File: src/hdl/avcsd_consts.svh
/*
 Offsets, field positions and reset values of the slice command decoder.
 Assumes inclusion by bare name from the package and the testbench modules.
*/
`ifndef AVCSD_CONSTS_SVH
`define AVCSD_CONSTS_SVH
`define ASD_AW 4
`define ASD_DW_LEN 4'h1
`define ASD_DW_ADDR 4'h2
`define ASD_DW_CTRL 4'h3
`define ASD_DW_REFS 4'h4
`define ASD_DW_PRED 4'h5
`define ASD_DW_POS 4'h6
`define ASD_DW_OFFS 4'h7
`define ASD_DW_PKT 4'h0A
`define ASD_DW_VEC 4'h0B
`define ASD_DW_MASK0 4'h0C
`define ASD_DW_MASK3 4'h0F
`define ASD_LEN_MSB 21
`define ASD_ADDR_MSB 28
`define ASD_ENT_POL 10
`define ASD_MBH_POL 8
`define ASD_TYPE_MSB 3
`define ASD_BWD_MSB 29
`define ASD_BWD_LSB 24
`define ASD_FWD_MSB 21
`define ASD_FWD_LSB 16
`define ASD_CSH_MSB 10
`define ASD_CSH_LSB 8
`define ASD_LSH_MSB 2
`define ASD_WM_MSB 31
`define ASD_WM_LSB 30
`define ASD_DIRECT 29
`define ASD_DBK_MSB 28
`define ASD_DBK_LSB 27
`define ASD_CAB_MSB 25
`define ASD_CAB_LSB 24
`define ASD_QP_MSB 21
`define ASD_QP_LSB 16
`define ASD_BETA_MSB 11
`define ASD_BETA_LSB 8
`define ASD_ALPHA_MSB 3
`define ASD_ROW_MSB 31
`define ASD_ROW_LSB 24
`define ASD_COL_MSB 23
`define ASD_COL_LSB 16
`define ASD_LIN_MSB 14
`define ASD_ALTSKIP 7
`define ASD_FBV_MSB 2
`define ASD_PSB_MSB 31
`define ASD_PSB_LSB 29
`define ASD_PCNT_MSB 15
`define ASD_PAGE_LSB 12
`define ASD_WM_EXPLICIT 2'h1
`define ASD_DBK_RSVD 2'h3
`define ASD_ZERO32 32'h00000000
`endif

File: src/hdl/avcsd_pkg.sv
/*
 Types shared by the slice command decoder modules.
 Assumes the constants header is on the include path.
*/
`include "avcsd_consts.svh"
package avcsd_pkg;
	typedef enum logic [1:0] {AVCSD_SEG_P, AVCSD_SEG_B, AVCSD_SEG_I, AVCSD_SEG_RSVD} avcsd_seg_t;
	typedef enum logic [2:0] {AVCSD_WP_OFF, AVCSD_WP_DEFAULT, AVCSD_WP_EXPLICIT, AVCSD_WP_IMPLICIT,
		AVCSD_WP_RSVD} avcsd_wp_t;
	typedef enum logic [1:0] {AVCSD_DBK_ALL, AVCSD_DBK_NONE, AVCSD_DBK_OWN_SLICE, AVCSD_DBK_RSVD} avcsd_dbk_t;
	typedef struct packed {
		logic [21:0] data_length;
		logic [28:0] data_start_addr;
		logic ent_err_policy;
		logic mbh_err_policy;
		logic [3:0] seg_type_code;
		logic [5:0] backward_list_entry_count;
		logic [5:0] forward_list_entry_count;
		logic [2:0] chroma_weight_shift;
		logic [2:0] luma_weight_shift;
		logic [1:0] weight_code;
		logic direct_spatial;
		logic [1:0] deblock_code;
		logic [1:0] ctx_init_index;
		logic [5:0] segment_quantizer;
		logic [3:0] filter_beta_adjust;
		logic [3:0] filter_alpha_adjust;
		logic [7:0] first_block_row;
		logic [7:0] first_block_column;
		logic [14:0] first_block_linear_index;
		logic alt_skip_decode_enable;
		logic [2:0] first_byte_valid_bits_m1;
		logic [2:0] pkt_vec_start_bit;
		logic [15:0] pkt_total_count;
		logic [16:0] pkt_vec_page;
	} avcsd_par_t;
endpackage : avcsd_pkg

File: src/hdl/avcsd_mask_mem.sv
/*
 Four-word store for the unity-weight masks, two registered read ports.
 Assumes one writer and single-clock use.
*/
`timescale 1ns/1ps
module avcsd_mask_mem #(
	parameter int WORDS = 4,
	parameter int WIDTH = 32
) (
	input wire logic clk_sys, // core clock
	input wire logic sys_rst, // async reset, high
	input wire logic wr_en, // write strobe
	input wire logic [$clog2(WORDS)-1:0] wr_addr, // write word
	input wire logic [WIDTH-1:0] wr_data, // write data
	input wire logic [$clog2(WORDS)-1:0] ra_addr, // port A word
	output logic [WIDTH-1:0] ra_data_q, // port A data
	input wire logic [$clog2(WORDS)-1:0] rb_addr, // port B word
	output logic [WIDTH-1:0] rb_data_q // port B data
);
	logic [WIDTH-1:0] mem_q [WORDS];
	genvar gi;
	generate
		for (gi = 0; gi < WORDS; gi++) begin : g_word
			always_ff @(posedge clk_sys or posedge sys_rst) begin
				if (sys_rst)
					mem_q[gi] <= '0;
				else if (wr_en && wr_addr == ($clog2(WORDS))'(gi))
					mem_q[gi] <= wr_data;
			end
		end
	endgenerate
	always_ff @(posedge clk_sys or posedge sys_rst) begin
		if (sys_rst) begin
			ra_data_q <= '0;
			rb_data_q <= '0;
		end else begin
			ra_data_q <= mem_q[ra_addr];
			rb_data_q <= mem_q[rb_addr];
		end
	end
endmodule : avcsd_mask_mem

File: src/hdl/avcsd_decoder.sv
/*
 Slice decode command parameter decoder: latches inline dwords, decodes modes,
 applies error policy, gates weight tables, walks the packet bit vector and
 bounds the slice byte stream.
 Assumes the command streamer writes dwords by index on the plain port and the
 entropy datapath shares clk_sys.
*/
// Behaviour
// - Entropy error: interrupt if policy bit set, else silent auto handling.
// - Header error: interrupt if policy bit set, else concealment and continue.
// - Segment type codes 0 P, 1 B, 2 I; others reserved.
// - Chroma and luma weight shifts from bits 10:8 and 2:0.
// - B slice weighting: 00 default, 01 explicit, 10 implicit, 11 illegal.
// - P slice weighting: 00 off, 01 explicit, 10 and 11 reserved.
// - Weight tables kept only under explicit weighting, otherwise read and dropped.
// - Bit 29 chooses temporal or spatial direct for B; else zero (bit 29 is latched as written for every segment type).
// - Deblocking field: all edges, none, own slice only, reserved.
// - Context table index from 25:24, quantizer from 21:16.
// - Filter offsets are signed four-bit values within -6..+6.
// - First-byte offset is valid bit count minus one.
// - Bit 7 of dword 7 enables alternative skip decoding.
// - Packet start bit from 31:29, total packet count from 15:0.
// - Bit vector on 4K page; bit 0 fetch, bit 1 skip.
// - Start at given byte and bit; ignore bytes after last non-zero.
// - Parameters hold until reset or the next command rewrites them.
`timescale 1ns/1ps
module avcsd_decoder
	import avcsd_pkg::*;
(
	input wire logic clk_sys, // 10 MHz core clock
	input wire logic sys_rst, // async reset, high
	input wire logic [`ASD_AW-1:0] cmd_addr, // dword index
	input wire logic [31:0] cmd_wdata, // dword value
	input wire logic cmd_wr, // write strobe
	input wire logic cmd_rd, // read strobe
	output logic [31:0] cmd_rdata_q, // read data, cycle after strobe
	output logic cmd_done_q, // last dword taken, pulse
	output avcsd_par_t par_q, // latched slice parameters
	output avcsd_seg_t seg_kind_q, // decoded segment type
	output avcsd_wp_t weight_mode_q, // decoded weighting
	output avcsd_dbk_t deblock_mode_q, // decoded deblocking
	input wire logic ent_err, // entropy error pulse
	input wire logic mbh_err, // header error pulse
	output logic ent_irq_q, // entropy error interrupt pulse
	output logic mbh_irq_q, // header error interrupt pulse
	output logic auto_handle_q, // silent entropy handling pulse
	output logic conceal_q, // concealment request pulse
	input wire logic tbl_valid, // weight table word offered
	output logic tbl_keep_q, // table word kept, pulse
	output logic tbl_drop_q, // table word dropped, pulse
	input wire logic vec_valid, // packet bit offered
	input wire logic vec_bit, // packet bit value
	output logic pkt_fetch_q, // fetch packet pulse
	output logic pkt_skip_q, // skip packet pulse
	output logic pkt_done_q, // all packets walked
	input wire logic byte_valid, // slice byte offered
	input wire logic [7:0] byte_data, // slice byte
	output logic byte_pass_q, // byte inside length, pulse
	output logic [21:0] last_nz_q, // index of last non-zero byte
	output logic [31:0] start_bit_q, // first bit address
	input wire logic [1:0] mask_sel, // 0 luma fwd .. 3 chroma bwd
	output logic [31:0] mask_word_q // selected unity-weight mask
);
	logic wr_mask;
	logic [31:0] mem_bus_q;
	logic rd_mask_q;
	logic [`ASD_AW-1:0] rd_addr_q;
	logic rd_q;
	logic [21:0] byte_idx_q;
	logic [15:0] pkt_idx_q;
	logic explicit_w;

	assign wr_mask = cmd_wr && cmd_addr >= `ASD_DW_MASK0;
	assign explicit_w = weight_mode_q == AVCSD_WP_EXPLICIT;

	avcsd_mask_mem #(.WORDS(4), .WIDTH(32)) avcsd_mask_mem_i (
		.clk_sys(clk_sys),
		.sys_rst(sys_rst),
		.wr_en(wr_mask),
		.wr_addr(cmd_addr[1:0]),
		.wr_data(cmd_wdata),
		.ra_addr(cmd_addr[1:0]),
		.ra_data_q(mem_bus_q),
		.rb_addr(mask_sel),
		.rb_data_q(mask_word_q)
	);

	// Fields land directly; only defined bits are stored so reserved bits cannot leak
	always_ff @(posedge clk_sys or posedge sys_rst) begin
		if (sys_rst) begin
			par_q <= '0;
		end else if (cmd_wr) begin
			case (cmd_addr)
				`ASD_DW_LEN: par_q.data_length <= cmd_wdata[`ASD_LEN_MSB:0];
				`ASD_DW_ADDR: par_q.data_start_addr <= cmd_wdata[`ASD_ADDR_MSB:0];
				`ASD_DW_CTRL: begin
					par_q.ent_err_policy <= cmd_wdata[`ASD_ENT_POL];
					par_q.mbh_err_policy <= cmd_wdata[`ASD_MBH_POL];
					par_q.seg_type_code <= cmd_wdata[`ASD_TYPE_MSB:0];
				end
				`ASD_DW_REFS: begin
					par_q.backward_list_entry_count <= cmd_wdata[`ASD_BWD_MSB:`ASD_BWD_LSB];
					par_q.forward_list_entry_count <= cmd_wdata[`ASD_FWD_MSB:`ASD_FWD_LSB];
					par_q.chroma_weight_shift <= cmd_wdata[`ASD_CSH_MSB:`ASD_CSH_LSB];
					par_q.luma_weight_shift <= cmd_wdata[`ASD_LSH_MSB:0];
				end
				`ASD_DW_PRED: begin
					par_q.weight_code <= cmd_wdata[`ASD_WM_MSB:`ASD_WM_LSB];
					par_q.direct_spatial <= cmd_wdata[`ASD_DIRECT];
					par_q.deblock_code <= cmd_wdata[`ASD_DBK_MSB:`ASD_DBK_LSB];
					par_q.ctx_init_index <= cmd_wdata[`ASD_CAB_MSB:`ASD_CAB_LSB];
					par_q.segment_quantizer <= cmd_wdata[`ASD_QP_MSB:`ASD_QP_LSB];
					par_q.filter_beta_adjust <= cmd_wdata[`ASD_BETA_MSB:`ASD_BETA_LSB];
					par_q.filter_alpha_adjust <= cmd_wdata[`ASD_ALPHA_MSB:0];
				end
				`ASD_DW_POS: begin
					par_q.first_block_row <= cmd_wdata[`ASD_ROW_MSB:`ASD_ROW_LSB];
					par_q.first_block_column <= cmd_wdata[`ASD_COL_MSB:`ASD_COL_LSB];
					par_q.first_block_linear_index <= cmd_wdata[`ASD_LIN_MSB:0];
				end
				`ASD_DW_OFFS: begin
					par_q.alt_skip_decode_enable <= cmd_wdata[`ASD_ALTSKIP];
					par_q.first_byte_valid_bits_m1 <= cmd_wdata[`ASD_FBV_MSB:0];
				end
				`ASD_DW_PKT: begin
					par_q.pkt_vec_start_bit <= cmd_wdata[`ASD_PSB_MSB:`ASD_PSB_LSB];
					par_q.pkt_total_count <= cmd_wdata[`ASD_PCNT_MSB:0];
				end
				// Low address bits dropped: the vector sits on a 4K page
				`ASD_DW_VEC: par_q.pkt_vec_page <= cmd_wdata[`ASD_ADDR_MSB:`ASD_PAGE_LSB];
				default: par_q <= par_q;
			endcase
		end
	end

	always_ff @(posedge clk_sys or posedge sys_rst) begin
		if (sys_rst)
			cmd_done_q <= 1'b0;
		else
			cmd_done_q <= cmd_wr && cmd_addr == `ASD_DW_MASK3;
	end

	// Decoded modes follow the latched fields one cycle later
	always_ff @(posedge clk_sys or posedge sys_rst) begin
		if (sys_rst) begin
			seg_kind_q <= AVCSD_SEG_P;
			weight_mode_q <= AVCSD_WP_OFF;
			deblock_mode_q <= AVCSD_DBK_ALL;
		end else begin
			case (par_q.seg_type_code)
				4'h0: seg_kind_q <= AVCSD_SEG_P;
				4'h1: seg_kind_q <= AVCSD_SEG_B;
				4'h2: seg_kind_q <= AVCSD_SEG_I;
				default: seg_kind_q <= AVCSD_SEG_RSVD;
			endcase
			case ({par_q.seg_type_code, par_q.weight_code})
				6'h00: weight_mode_q <= AVCSD_WP_OFF;
				6'h01: weight_mode_q <= AVCSD_WP_EXPLICIT;
				6'h04: weight_mode_q <= AVCSD_WP_DEFAULT;
				6'h05: weight_mode_q <= AVCSD_WP_EXPLICIT;
				6'h06: weight_mode_q <= AVCSD_WP_IMPLICIT;
				6'h08, 6'h09, 6'h0A, 6'h0B: weight_mode_q <= AVCSD_WP_OFF;
				default: weight_mode_q <= AVCSD_WP_RSVD;
			endcase
			case (par_q.deblock_code)
				2'h0: deblock_mode_q <= AVCSD_DBK_ALL;
				2'h1: deblock_mode_q <= AVCSD_DBK_NONE;
				2'h2: deblock_mode_q <= AVCSD_DBK_OWN_SLICE;
				default: deblock_mode_q <= AVCSD_DBK_RSVD;
			endcase
		end
	end

	always_ff @(posedge clk_sys or posedge sys_rst) begin
		if (sys_rst) begin
			ent_irq_q <= 1'b0;
			auto_handle_q <= 1'b0;
			mbh_irq_q <= 1'b0;
			conceal_q <= 1'b0;
		end else begin
			ent_irq_q <= ent_err && par_q.ent_err_policy;
			auto_handle_q <= ent_err && !par_q.ent_err_policy;
			mbh_irq_q <= mbh_err && par_q.mbh_err_policy;
			conceal_q <= mbh_err && !par_q.mbh_err_policy;
		end
	end

	// Tables outside explicit weighting are still consumed, never applied
	always_ff @(posedge clk_sys or posedge sys_rst) begin
		if (sys_rst) begin
			tbl_keep_q <= 1'b0;
			tbl_drop_q <= 1'b0;
		end else begin
			tbl_keep_q <= tbl_valid && explicit_w;
			tbl_drop_q <= tbl_valid && !explicit_w;
		end
	end

	// Packet walk restarts whenever a new total count is written
	always_ff @(posedge clk_sys or posedge sys_rst) begin
		if (sys_rst) begin
			pkt_idx_q <= '0;
			pkt_fetch_q <= 1'b0;
			pkt_skip_q <= 1'b0;
			pkt_done_q <= 1'b0;
		end else begin
			pkt_fetch_q <= vec_valid && !pkt_done_q && !vec_bit;
			pkt_skip_q <= vec_valid && !pkt_done_q && vec_bit;
			if (cmd_wr && cmd_addr == `ASD_DW_PKT) begin
				pkt_idx_q <= '0;
				pkt_done_q <= 1'b0;
			end else if (vec_valid && !pkt_done_q) begin
				pkt_idx_q <= pkt_idx_q + 16'h0001;
				pkt_done_q <= pkt_idx_q + 16'h0001 >= par_q.pkt_total_count;
			end
		end
	end

	// Trailing zero bytes are decided afterwards from last_nz_q, no look-ahead buffer
	always_ff @(posedge clk_sys or posedge sys_rst) begin
		if (sys_rst) begin
			byte_idx_q <= '0;
			byte_pass_q <= 1'b0;
			last_nz_q <= '0;
		end else if (cmd_wr && cmd_addr == `ASD_DW_LEN) begin
			byte_idx_q <= '0;
			byte_pass_q <= 1'b0;
			last_nz_q <= '0;
		end else begin
			byte_pass_q <= byte_valid && byte_idx_q < par_q.data_length;
			if (byte_valid)
				byte_idx_q <= byte_idx_q + 22'h000001;
			if (byte_valid && byte_idx_q < par_q.data_length && byte_data != 8'h00)
				last_nz_q <= byte_idx_q;
		end
	end

	// MSB-first bytes: first valid bit sits at position m1 of the first byte
	always_ff @(posedge clk_sys or posedge sys_rst) begin
		if (sys_rst)
			start_bit_q <= '0;
		else
			start_bit_q <= {par_q.data_start_addr, 3'h7 - par_q.first_byte_valid_bits_m1};
	end

	always_ff @(posedge clk_sys or posedge sys_rst) begin
		if (sys_rst) begin
			rd_q <= 1'b0;
			rd_addr_q <= '0;
		end else begin
			rd_q <= cmd_rd;
			rd_addr_q <= cmd_addr;
		end
	end

	always_ff @(posedge clk_sys or posedge sys_rst) begin
		if (sys_rst) begin
			cmd_rdata_q <= `ASD_ZERO32;
			rd_mask_q <= 1'b0;
		end else begin
			rd_mask_q <= cmd_rd && cmd_addr >= `ASD_DW_MASK0;
			cmd_rdata_q <= `ASD_ZERO32;
			if (cmd_rd) begin
				case (cmd_addr)
					`ASD_DW_LEN: cmd_rdata_q <= {10'h000, par_q.data_length};
					`ASD_DW_ADDR: cmd_rdata_q <= {3'h0, par_q.data_start_addr};
					`ASD_DW_CTRL: cmd_rdata_q <= {21'h000000, par_q.ent_err_policy, 1'b0,
						par_q.mbh_err_policy, 4'h0, par_q.seg_type_code};
					`ASD_DW_REFS: cmd_rdata_q <= {2'h0, par_q.backward_list_entry_count, 2'h0,
						par_q.forward_list_entry_count, 5'h00, par_q.chroma_weight_shift, 5'h00,
						par_q.luma_weight_shift};
					`ASD_DW_PRED: cmd_rdata_q <= {par_q.weight_code, par_q.direct_spatial, par_q.deblock_code,
						1'b0, par_q.ctx_init_index, 2'h0, par_q.segment_quantizer, 4'h0,
						par_q.filter_beta_adjust, 4'h0, par_q.filter_alpha_adjust};
					`ASD_DW_POS: cmd_rdata_q <= {par_q.first_block_row, par_q.first_block_column, 1'b0,
						par_q.first_block_linear_index};
					`ASD_DW_OFFS: cmd_rdata_q <= {24'h000000, par_q.alt_skip_decode_enable, 4'h0,
						par_q.first_byte_valid_bits_m1};
					`ASD_DW_PKT: cmd_rdata_q <= {par_q.pkt_vec_start_bit, 13'h0000, par_q.pkt_total_count};
					`ASD_DW_VEC: cmd_rdata_q <= {3'h0, par_q.pkt_vec_page, 12'h000};
					default: cmd_rdata_q <= `ASD_ZERO32;
				endcase
			end
		end
	end

	// Mask words come out of the store one cycle late; rd_mask_q aligns them
	logic [31:0] bus_view;
	assign bus_view = rd_mask_q ? mem_bus_q : cmd_rdata_q;

	property p_ent_irq;
		@(posedge clk_sys) disable iff (sys_rst) ent_err && par_q.ent_err_policy |=> ent_irq_q && !auto_handle_q;
	endproperty
	a_ent_irq: assert property (p_ent_irq) else $error("entropy interrupt missing");
	property p_mbh;
		@(posedge clk_sys) disable iff (sys_rst) mbh_err |=> (conceal_q != mbh_irq_q) && (mbh_irq_q == $past(par_q.mbh_err_policy));
	endproperty
	a_mbh: assert property (p_mbh) else $error("header error policy wrong");
	property p_seg;
		@(posedge clk_sys) disable iff (sys_rst)
			cmd_wr && cmd_addr == `ASD_DW_CTRL && cmd_wdata[`ASD_TYPE_MSB:0] == 4'h1 ##1 !cmd_wr |=> seg_kind_q == AVCSD_SEG_B;
	endproperty
	a_seg: assert property (p_seg) else $error("segment type decode wrong");
	property p_wp;
		@(posedge clk_sys) disable iff (sys_rst) par_q.seg_type_code == 4'h0 && par_q.weight_code[1] |=> weight_mode_q == AVCSD_WP_RSVD;
	endproperty
	a_wp: assert property (p_wp) else $error("reserved P weighting accepted");
	property p_tbl;
		@(posedge clk_sys) disable iff (sys_rst) tbl_valid && weight_mode_q != AVCSD_WP_EXPLICIT |=> tbl_drop_q && !tbl_keep_q;
	endproperty
	a_tbl: assert property (p_tbl) else $error("table kept outside explicit mode");
	property p_pkt;
		@(posedge clk_sys) disable iff (sys_rst) vec_valid && vec_bit && !pkt_done_q |=> pkt_skip_q && !pkt_fetch_q;
	endproperty
	a_pkt: assert property (p_pkt) else $error("flagged packet fetched");
	property p_hold;
		@(posedge clk_sys) disable iff (sys_rst) !cmd_wr [*2] |-> $stable(par_q);
	endproperty
	a_hold: assert property (p_hold) else $error("parameters changed without a write");
	property p_rsvd;
		@(posedge clk_sys) disable iff (sys_rst)
			rd_q && rd_addr_q == `ASD_DW_CTRL |-> bus_view[31:11] == 21'h000000 && bus_view[7:4] == 4'h0;
	endproperty
	a_rsvd: assert property (p_rsvd) else $error("reserved bits read nonzero");
	property p_pass;
		@(posedge clk_sys) disable iff (sys_rst) byte_valid && byte_idx_q >= par_q.data_length && !cmd_wr |=> !byte_pass_q;
	endproperty
	a_pass: assert property (p_pass) else $error("byte beyond length passed");

	c_irq: cover property (@(posedge clk_sys) ent_irq_q);
	c_conceal: cover property (@(posedge clk_sys) conceal_q);
	c_keep: cover property (@(posedge clk_sys) tbl_keep_q);
	c_done: cover property (@(posedge clk_sys) pkt_done_q ##1 cmd_done_q);
endmodule : avcsd_decoder

File: config.mk
export PLATFORM = sky130hd
export DESIGN_NAME = avcsd_decoder
export DESIGN_NICKNAME = d
export VERILOG_FILES = /design/src/hdl/avcsd_pkg.sv /design/src/hdl/avcsd_mask_mem.sv /design/src/hdl/avcsd_decoder.sv
export VERILOG_INCLUDE_DIRS = /design/src /design/src/hdl
export SDC_FILE = /design/constraint.sdc
export NUM_CORES = 1
export LEC_CHECK = 0
export ABC_CLOCK_PERIOD_IN_PS = 19400
export BUFFER_PORTS_ARGS = -buffer_cell sky130_fd_sc_hd__buf_2
export CORE_MARGIN = 4
export CORE_UTILIZATION = 50
export CTS_CLUSTER_DIAMETER = 40
export DETAILED_ROUTE_END_ITERATION = 12
export GPL_TIMING_DRIVEN = 0
export PLACE_DENSITY = 0.76
export SYNTH_ARGS = -nofsm -noshare
export SYNTH_HDL_FRONTEND = slang
export SYNTH_SLANG_ARGS = --single-unit
File: constraint.sdc
create_clock -name clk_sys -period 19.4 [get_ports clk_sys]
set_input_delay 3.88 -clock clk_sys [delete_from_list [all_inputs] [get_ports clk_sys]]
set_output_delay 3.88 -clock clk_sys [all_outputs]
set_load 0.01 [all_outputs]
==> impl_metrics.json, run 1 <==
{
  "p_leak_nw": 11.4,
  "place_inst": 2346,
  "final_cells": 2451,
  "yosysTopAreaCellShare": 0.599,
  "power-per-cell-area_nw_per_um2": 124,
  "grt_antenna_before_repair": 5,
  "synth_commonest_cells": "dfrtp_1 (469), mux2_2 (252), nand2_1 (94)",
  "vias_per_cell": 5.78,
  "cts_buffers": 59,
  "vias": 14177,
  "cts_buffer_depth": 3,
  "clock.fmax_mhz": 173,
  "crit_fanout": 10,
  "final_util": 0.618,
  "insertedDiodeCount": 0,
  "hpwlAfterDp_um": 43100,
  "maxSlewViolCount": 0,
  "dieArea_um2": 42400,
  "syn_area_per_cell_um2": 13.2,
  "ys_seq_elements": 469,
  "die_w_um": 206,
  "cp-end-kind": "register",
  "fin_skew_ns": 0.0183,
  "wl_per_cell_um": 24.6,
  "cts_tree": "built",
  "place_congestion": 0.932,
  "synth_top_area_cell": "dfrtp_1",
  "maxCapViolCount": 0,
  "finalWirelength_um": 60300,
  "slew_headroom": 0.305,
  "clock_latency_ns": 0.60,
  "synth-edff-count": 0,
  "drt_pass1_iterations": 6,
  "area_delta_synth_final_pct": 22.2,
  "r2r_slack_ns": 16.49,
  "start_util": 0.506,
  "die_h_um": 206,
  "cts_htree_levels": 2,
  "power.total_mw": 2.98,
  "cp_data_arrival_time_ns": 6.26,
  "clk_pin_slew_worst_paths_ns": 0.06,
  "syn_area_um2": 19600,
  "nNetsFinal": 1986,
  "setup_violations": 0,
  "cts.sinks": 469,
  "grt_pass1_vias": 14636,
  "post-route-drc-count": 0,
  "ys_types": 63,
  "holdBufCountCts": 0,
  "ir_drop_v": 0.0000715,
  "grt_max_degree": 141,
  "root_buffer": "clkbuf_16",
  "overflow": 0,
  "startpoint_type": "input port",
  "grt_usage": 0.282,
  "critPathKind": "in2reg",
  "synthTopCellsByArea": "dfrtp_1 (60%), mux2_2 (14%), mux4_2 (3.7%), ha_1 (2.6%), a22oi_1 (2.5%)",
  "rsz0062_at_grt": "false",
  "io-pin-count": 359,
  "status": "completed",
  "tightest_slew_ns": 1.04,
  "rows": 72,
  "drt-initial-drc-count": 1003,
  "synthArstFlopShare": 1.00,
  "finalCriticalPeriod_ns": 5.79,
  "fill_cells": 3064,
  "period_share": 0.299,
  "cts.repair.resized": 0,
  "drive_gt1_frac": 0.411,
  "io_buffers": 346,
  "grt_pass1_wl_um": 89700,
  "tns_ns": 0,
  "ys_seq_area_frac": 0.599,
  "postCtsSetupBuffers": 0,
  "synth_fp_nets": 1576,
  "hold_path.class": "reg2reg",
  "finalHoldViolations": 0,
  "core_area_um2": 38700,
  "ant_nets": 0,
  "synth_top_flop_cell": "dfrtp_1",
  "worstPathRequired_ns": 19.87,
  "yosys.cell_count.top_type": "dfrtp_1",
  "synthCells": 1479,
  "yosys_warnings": 0
}
kinds of logic (layout without fill, tap and decap cells):
family / count (synthesis) / after routing / share of synthesized area
mux: 289 / 289 / 0.184
fa+ha+maj: 41 / 41 / 0.0262
buf+inv: 139 / 593 / 0.0307
xor+xnor: 49 / 49 / 0.0219
compound gates: 226 / 226 / 0.0733
flops: 469 / 469 / 0.599
simple gates: 266 / 266 / 0.0644
metrics by stage:
step                      instance area, um^2  worst slack, ns  hold WS (ns)
after global placement                  22000            -1.92         0.404
after floorplan                         19600             2.44         0.448
final                                   23900            13.61         0.417
after global routing                    23900            13.58         0.440
after detailed placement                22100            13.09         0.402
after CTS                               23900            13.68         0.413
final cells by class:
| class | instances | area [um^2] | share of cell area |
|---|---|---|---|
| clock buffers | 74 | 1580 | 0.0661 |
| repair buffers | 349 | 1810 | 0.0758 |
| multi-input cells | 871 | 7250 | 0.303 |
| plain buffers | 93 | 429 | 0.0179 |
| clock inverters | 31 | 299 | 0.0125 |
| inverters | 46 | 180 | 0.00753 |
| flip-flops and latches | 469 | 11700 | 0.490 |
| well taps | 518 | 648 | 0.0271 |
final timing paths:
path | from | to | depth (start not counted)
max | cmd_addr[2] | pkt_done_q | 6
min reg2reg | par_q[142] | start_bit_q[29] | 0
max in group asynchronous | sys_rst | par_q[101] | 4
min | par_q[142] | start_bit_q[29] | 0
min in group asynchronous | sys_rst | weight_mode_q[1] | 2
max reg2reg | pkt_idx_q[0] | pkt_done_q | 10
flip-flops by register name (all words and copies together) (netlist names), 2 cells and up:
signal	cells
pkt_idx_q	16
avcsd_mask_mem_i.rb_data_q	32
weight_mode_q	3
seg_kind_q	2
deblock_mode_q	2
last_nz_q	22
start_bit_q	32
avcsd_mask_mem_i.mem_q	128
cmd_rdata_q	32
par_q	167
byte_idx_q	22
cell usage in the layout, fill, tap and decap left out, types with 39 or more instances in the layout:
master,Yosys,layout
o21ai_0,64,64
inv_1,46,45
nor2_1,61,61
mux2_2,252,252
a21oi_1,44,44
nand3_1,39,39
clkbuf_1,37,47
clkbuf_16,0,59
nand2_1,94,94
ha_1,41,41
a22oi_1,65,65
buf_2,47,393
dfrtp_1,469,469
where the power goes:
part           internal (mW)  total (mW)  switching (mW)  leakage, nW
Sequential              1.18        1.35           0.164         5.86
Combinational          0.280       0.589           0.309         4.61
Clock                  0.611        1.04           0.428        0.912
Total                   2.08        2.98           0.902         11.4
critical path: stages:
cell      delay, ns
buf_2          0.12
nand2b_1       0.24
nor2_2         0.62
clkbuf_1       0.76
nand2_1        0.40
o221a_2        0.23
layer usage:
layer	share of wire	GRT usage
met1	0.38	0.362
met2	0.49	0.470
met3	0.089	0.0657
met4	0.037	0.106
met5	0.0011	0
Note: power is estimated with default switching activity, not from simulation.
==> run 2: changes to the inputs <==
--- a/config.mk
+++ b/config.mk
@@ -6,14 +6,15 @@
 export SDC_FILE = /design/constraint.sdc
 export NUM_CORES = 1
 export LEC_CHECK = 0
-export ABC_CLOCK_PERIOD_IN_PS = 19400
+export ABC_AREA = 1
+export ABC_CLOCK_PERIOD_IN_PS = 4900
 export BUFFER_PORTS_ARGS = -buffer_cell sky130_fd_sc_hd__buf_2
 export CORE_MARGIN = 4
 export CORE_UTILIZATION = 50
 export CTS_CLUSTER_DIAMETER = 40
 export DETAILED_ROUTE_END_ITERATION = 12
 export GPL_TIMING_DRIVEN = 0
-export PLACE_DENSITY = 0.76
+export PLACE_DENSITY = 0.79
 export SYNTH_ARGS = -nofsm -noshare
 export SYNTH_HDL_FRONTEND = slang
 export SYNTH_SLANG_ARGS = --single-unit
==> constraint.sdc (replaced) <==
create_clock -name clk_sys -period 4.9 [get_ports clk_sys]
set_input_delay 0.98 -clock clk_sys [delete_from_list [all_inputs] [get_ports clk_sys]]
set_output_delay 0.98 -clock clk_sys [all_outputs]
set_load 0.01 [all_outputs]
==> impl_metrics.json, run 2 <==
{
  "status": "completed",
  "yosys_warnings": 0,
  "yosysTopAreaCellShare": 0.590,
  "core_area_um2": 39000,
  "grt_usage": 0.319,
  "slew_headroom": 0.412,
  "ant_nets": 0,
  "io-pin-count": 359,
  "synth_fp_nets": 2308,
  "timing.critical_path.from": "pkt_idx_q[0]",
  "grt_pass1_wl_um": 108000,
  "setup_slack_ns": 1.96,
  "p_leak_nw": 12.7,
  "cp-end-kind": "register",
  "grt_use_met1": 0.413,
  "synth-edff-count": 0,
  "r2r_start": "pkt_idx_q[0]",
  "tightest_slew_ns": 0.880,
  "cts_tree": "built",
  "reg2regPathDepth": 15,
  "hpwlAfterDp_um": 51800,
  "synth_top_flop_cell": "dfrtp_1",
  "whs_path_depth": 0,
  "wl_per_cell_um": 21.9,
  "period_share": 0.600,
  "area_delta_synth_final_pct": 24.3,
  "r2r-end": "pkt_done_q",
  "cts_buffer_depth": 3,
  "largest_reg_flops": 167,
  "pre_cts_ws_ns": 2.04,
  "finalWirelength_um": 70300,
  "mostFrequentLayoutCell": "nand2_1",
  "regArea_um2": 11700,
  "drt-initial-drc-count": 1897,
  "largest-register": "par_q",
  "ys_seq_area_frac": 0.590,
  "synth_top_area_cell": "dfrtp_1",
  "synth_commonest_cells": "nand2_1 (576), dfrtp_1 (469), o21ai_0 (338)",
  "clock.fmax_mhz": 340,
  "vias_per_cell": 5.71,
  "drt_pass1_iterations": 6,
  "grt_antenna_before_repair": 4,
  "finalCriticalPeriod_ns": 2.94,
  "ys_seq_elements": 469,
  "rsz0062_at_grt": "false",
  "io_buffers": 356,
  "postCtsSetupBuffers": 0,
  "maxCapViolCount": 0,
  "finalHoldViolations": 0,
  "fill_cells": 3266,
  "synthArstFlopShare": 1.00,
  "overflow": 0,
  "root_buffer": "clkbuf_16",
  "cts.repair.resized": 0,
  "cts.sinks": 469,
  "die_w_um": 207,
  "clock_latency_ns": 0.62,
  "fin_skew_ns": 0.0205,
  "cts_htree_levels": 2,
  "hold_start": "par_q[144]",
  "cts_buffers": 61,
  "top_regs": "par_q x167, avcsd_mask_mem_i.mem_q x128",
  "rows": 72,
  "setup_violations": 0,
  "hold_path.class": "reg2reg",
  "nNetsFinal": 2739,
  "post-route-drc-count": 0,
  "grt_pass1_vias": 18354,
  "vias": 18357,
  "place_congestion": 0.969,
  "final_cells": 3213,
  "ir_drop_v": 0.000371,
  "dieArea_um2": 43100,
  "final_cell_mix": "nand2_1 (576), dfrtp_1 (469), buf_2 (393)",
  "grt_use_met2": 0.517,
  "synthTopCellsByArea": "dfrtp_1 (59%), nand2_1 (11%), o21ai_0 (8.5%), nor2_1 (3.2%), inv_1 (3.1%)",
  "yosys.cell_count.top_type": "nand2_1",
  "r2r_slack_ns": 1.96,
  "critPathKind": "reg2reg",
  "drive_gt1_frac": 0.211,
  "grt_max_degree": 45,
  "start_util": 0.510,
  "holdPathEnd": "start_bit_q[31]",
  "syn_area_per_cell_um2": 9.00,
  "synthCells": 2211,
  "crit_fanout": 5,
  "startpoint_type": "register",
  "ys_types": 45,
  "worstPathRequired_ns": 5.44,
  "multiInputGateArea_um2": 6960,
  "maxSlewViolCount": 0,
  "busiest_layer": "met2",
  "power-per-cell-area_nw_per_um2": 513,
  "syn_area_um2": 19900,
  "use_met3": 0.0781,
  "die_h_um": 207,
  "clk_pin_slew_worst_paths_ns": 0.06,
  "cp_data_arrival_time_ns": 3.48,
  "holdBufCountCts": 0,
  "place_inst": 3097
}
## run 2: cell types whose count changed after synthesis, moves of 18 or more
cell / delta
o21ai_1: +32
o21ai_0: +274
nand2_1: +482
mux4_2: -32
a21oi_1: +26
mux2_2: -252
inv_1: +117
o22ai_1: +36
nor2_1: +111
nand3_1: +18
xor2_1: -18
a22oi_1: -65
xnor2_1: -24
clkbuf_1: +20
## run 2: critical path: stages, from the launching register on
cell and delay [ns]:
dfrtp_1 0.43, ha_1 0.26, nand3_1 0.14, nor3_2 0.27
nand2_1 0.18, nor2_1 0.14, nand2_1 0.06, nand2_1 0.10
inv_1 0.05, ha_1 0.27, nand2_1 0.07, nor4_1 0.53
nand2_1 0.11, nand3_1 0.13, nand3_1 0.07, nand2_1 0.08
## run 2: logic make-up (layout without fill, tap and decap cells)
| logic type | count (synthesis) | after routing | share of synthesized area |
|---|---|---|---|
| xor gates and xnor gates | 7 | 7 | 0.00308 |
| other | 0 | 3 | 0 |
| buffers and inverters | 288 | 769 | 0.0606 |
| adders and majority gates | 41 | 41 | 0.0258 |
| AOI/OAI and AO/OA | 516 | 516 | 0.136 |
| DFF | 469 | 469 | 0.590 |
| and+or+nand+nor | 890 | 890 | 0.184 |
## run 2: routing by layer
layer,up-vias,part of all wire
li1,8121,-
met1,8974,0.38
met2,1079,0.48
met3,183,0.10
met4,0,0.043
met5,-,0
## run 2: worst max path at each step
stage,end,slack (ns)
3_3_place_gp,pkt_fetch_q,-4.81
5_1_grt,pkt_done_q,1.69
2_1_floorplan,auto_handle_q,-2.43
4_1_cts,pkt_done_q,2.01
6_report,pkt_done_q,1.96
3_5_place_dp,par_q[21],2.04
## run 2: metrics by stage
step | power, mW | TNS [ns] | instance area [um^2] | hold slack [ns] | utilization
after floorplan | 6.77 | -1140.08 | 19900 | 0.448 | -
after global placement | 7.88 | -2230.95 | 22300 | 0.407 | 0.573
after detailed placement | 8.02 | 0 | 22600 | 0.408 | 0.579
after CTS | 12.7 | 0 | 24700 | 0.419 | 0.634
after global routing | 13.3 | 0 | 24700 | 0.437 | 0.634
final | 12.7 | 0 | 24700 | 0.426 | 0.634
## run 2: final cells by class
cell class / count / share of cell area
well taps: 518 / 0.0262
repair buffers: 368 / 0.0818
flip-flops and latches: 469 / 0.475
diodes: 3 / 0.000304
plain buffers: 113 / 0.0221
multi-input cells: 1454 / 0.281
clock buffers: 71 / 0.0662
clock inverters: 42 / 0.0207
inverters: 175 / 0.0268
## run 2: power breakdown
group | total (mW) | leakage, nW | internal (mW) | switching, mW
clock network | 4.65 | 1.04 | 2.77 | 1.88
logic | 2.70 | 5.66 | 1.01 | 1.69
registers | 5.33 | 5.96 | 4.68 | 0.655
==> run 3: changes to the inputs <==
--- a/config.mk
+++ b/config.mk
@@ -7,7 +7,7 @@
 export NUM_CORES = 1
 export LEC_CHECK = 0
 export ABC_AREA = 1
-export ABC_CLOCK_PERIOD_IN_PS = 4900
+export ABC_CLOCK_PERIOD_IN_PS = 2700
 export BUFFER_PORTS_ARGS = -buffer_cell sky130_fd_sc_hd__buf_2
 export CORE_MARGIN = 4
 export CORE_UTILIZATION = 50
==> constraint.sdc (replaced) <==
create_clock -name clk_sys -period 2.7 [get_ports clk_sys]
set_input_delay 0.54 -clock clk_sys [delete_from_list [all_inputs] [get_ports clk_sys]]
set_output_delay 0.54 -clock clk_sys [all_outputs]
set_load 0.01 [all_outputs]
==> impl_metrics.json, run 3 (synthesis results as in run 2) <==
{
  "clock.fmax_mhz": 386,
  "hold_slack_ns": 0.103,
  "cp-end-kind": "register",
  "p_leak_nw": 12.7,
  "cts.sinks": 469,
  "power.total_mw": 23.1,
  "maxSlewViolCount": 0,
  "largest-register": "par_q",
  "grt_usage": 0.319,
  "grt_use_met2": 0.518,
  "place_area_um2": 22600,
  "timing.critical_path.from": "pkt_idx_q[0]",
  "drt_pass1_iterations": 5,
  "finalWirelength_um": 70100,
  "grt_use_met1": 0.414,
  "cp_data_arrival_time_ns": 3.08,
  "finalCriticalPeriod_ns": 2.59,
  "final_cell_mix": "nand2_1 (574), dfrtp_1 (468), buf_2 (393)",
  "busiest_layer": "met2",
  "status": "completed",
  "ant_nets": 0,
  "grt_antenna_before_repair": 4,
  "multiInputGateArea_um2": 7030,
  "start_util": 0.510,
  "area_delta_synth_final_pct": 24.7,
  "clk_pin_slew_worst_paths_ns": 0.06,
  "slew_headroom": 0.410,
  "critPathKind": "reg2reg",
  "tightest_slew_ns": 0.883,
  "crit_fanout": 4,
  "overflow": 0,
  "mostFrequentLayoutCell": "nand2_1",
  "startpoint_type": "register",
  "post-route-drc-count": 0,
  "maxCapViolCount": 0,
  "hpwlAfterDp_um": 51800,
  "fill_cells": 3245,
  "vias": 18429,
  "grt_pass1_vias": 18332,
  "cts_buffer_depth": 3,
  "rows": 72,
  "holdBufCountCts": 0,
  "drt-initial-drc-count": 1819,
  "dieArea_um2": 43100,
  "largest_reg_flops": 167,
  "hold_path.class": "in2async",
  "die_h_um": 207,
  "power-per-cell-area_nw_per_um2": 930,
  "cts_htree_levels": 2,
  "cts_buffers": 61,
  "tns_ns": 0,
  "regArea_um2": 11700,
  "grt_pass1_wl_um": 108000,
  "top_regs": "par_q x167, avcsd_mask_mem_i.mem_q x128",
  "place_congestion": 0.969,
  "vias_per_cell": 5.73,
  "ir_drop_v": 0.000671,
  "drive_gt1_frac": 0.215,
  "period_share": 0.960,
  "io-pin-count": 359,
  "setup_violations": 0,
  "fin_skew_ns": 0.0202,
  "io_buffers": 356,
  "stdcell_area_um2": 24800,
  "cts_tree": "built",
  "wl_per_cell_um": 21.8,
  "nNetsFinal": 2741,
  "grt_max_degree": 45,
  "finalHoldViolations": 0,
  "worstPathRequired_ns": 3.19,
  "root_buffer": "clkbuf_16",
  "r2r_start": "pkt_idx_q[0]",
  "use_met3": 0.0780,
  "setup_slack_ns": 0.109,
  "core_area_um2": 39000,
  "clock_latency_ns": 0.62,
  "pre_cts_ws_ns": -0.158,
  "die_w_um": 207
}
[run 3: cell types whose count changed in the layout (fill, tap and decap cells not counted), sizes merged]
| cell | delta |
|---|---|
| buf | +2 |
[run 3: worst max-delay path, stage by stage (launching register included)]
cell and delay [ns]:
dfrtp_2 0.42, ha_4 0.17, nand3_2 0.11, nor3_4 0.27, buf_4 0.16, nand3_1 0.07, nand2_1 0.09, and2_1 0.13
ha_1 0.23, nand2_1 0.16, o21ai_0 0.12, a21oi_1 0.27, nand3_1 0.14, nand3_1 0.09, nand2_1 0.06
[run 3: power breakdown]
part / internal (mW) / leakage, nW / switching, mW
Combinational: 1.86 / 5.70 / 3.12
Sequential: 8.49 / 5.96 / 1.19
Clock: 5.03 / 1.04 / 3.39
Total: 15.4 / 12.7 / 7.70
[run 3: per-layer routing]
metal,up-vias,share of wire
met2,1011,0.48
met1,9069,0.38
met5,-,0
met3,204,0.10
met4,0,0.045
li1,8145,-
[run 3: area by class of cell]
cell class,count,share of cell area
Timing Repair Buffer,370,0.0821
Clock buffer,71,0.0659
Antenna cell,3,0.000303
Clock inverter,42,0.0207
Multi-Input combinational cell,1454,0.283
Inverter,175,0.0267
Buffer,113,0.0220
Tap cell,518,0.0261
Sequential cell,469,0.473
[run 3: final timing paths]
path                                    to  slack, ns  cells after the start
setup / recovery                pkt_done_q       0.11                     14
hold / removal             start_bit_q[22]       0.10                      2
setup reg to reg                pkt_done_q       0.11                     14
hold reg to reg            start_bit_q[10]       0.43                      0
max in group asynchronous   cmd_rdata_q[7]       0.96                      7
min in group clk_sys           pkt_fetch_q       0.11                      2
[run 3: repair_timing]
item	4_1_cts	5_1_grt
resized for setup	3	13
endpoints found under the setup margin	1	1
setup buffers	0	2
pin swaps	0	4
[run 3: through the flow]
stage	utilization	std cells
floorplan	-	2211
global placement	0.573	3085
detailed placement	0.579	3097
CTS	0.634	3210
global route	0.636	3215
finish	0.636	3215
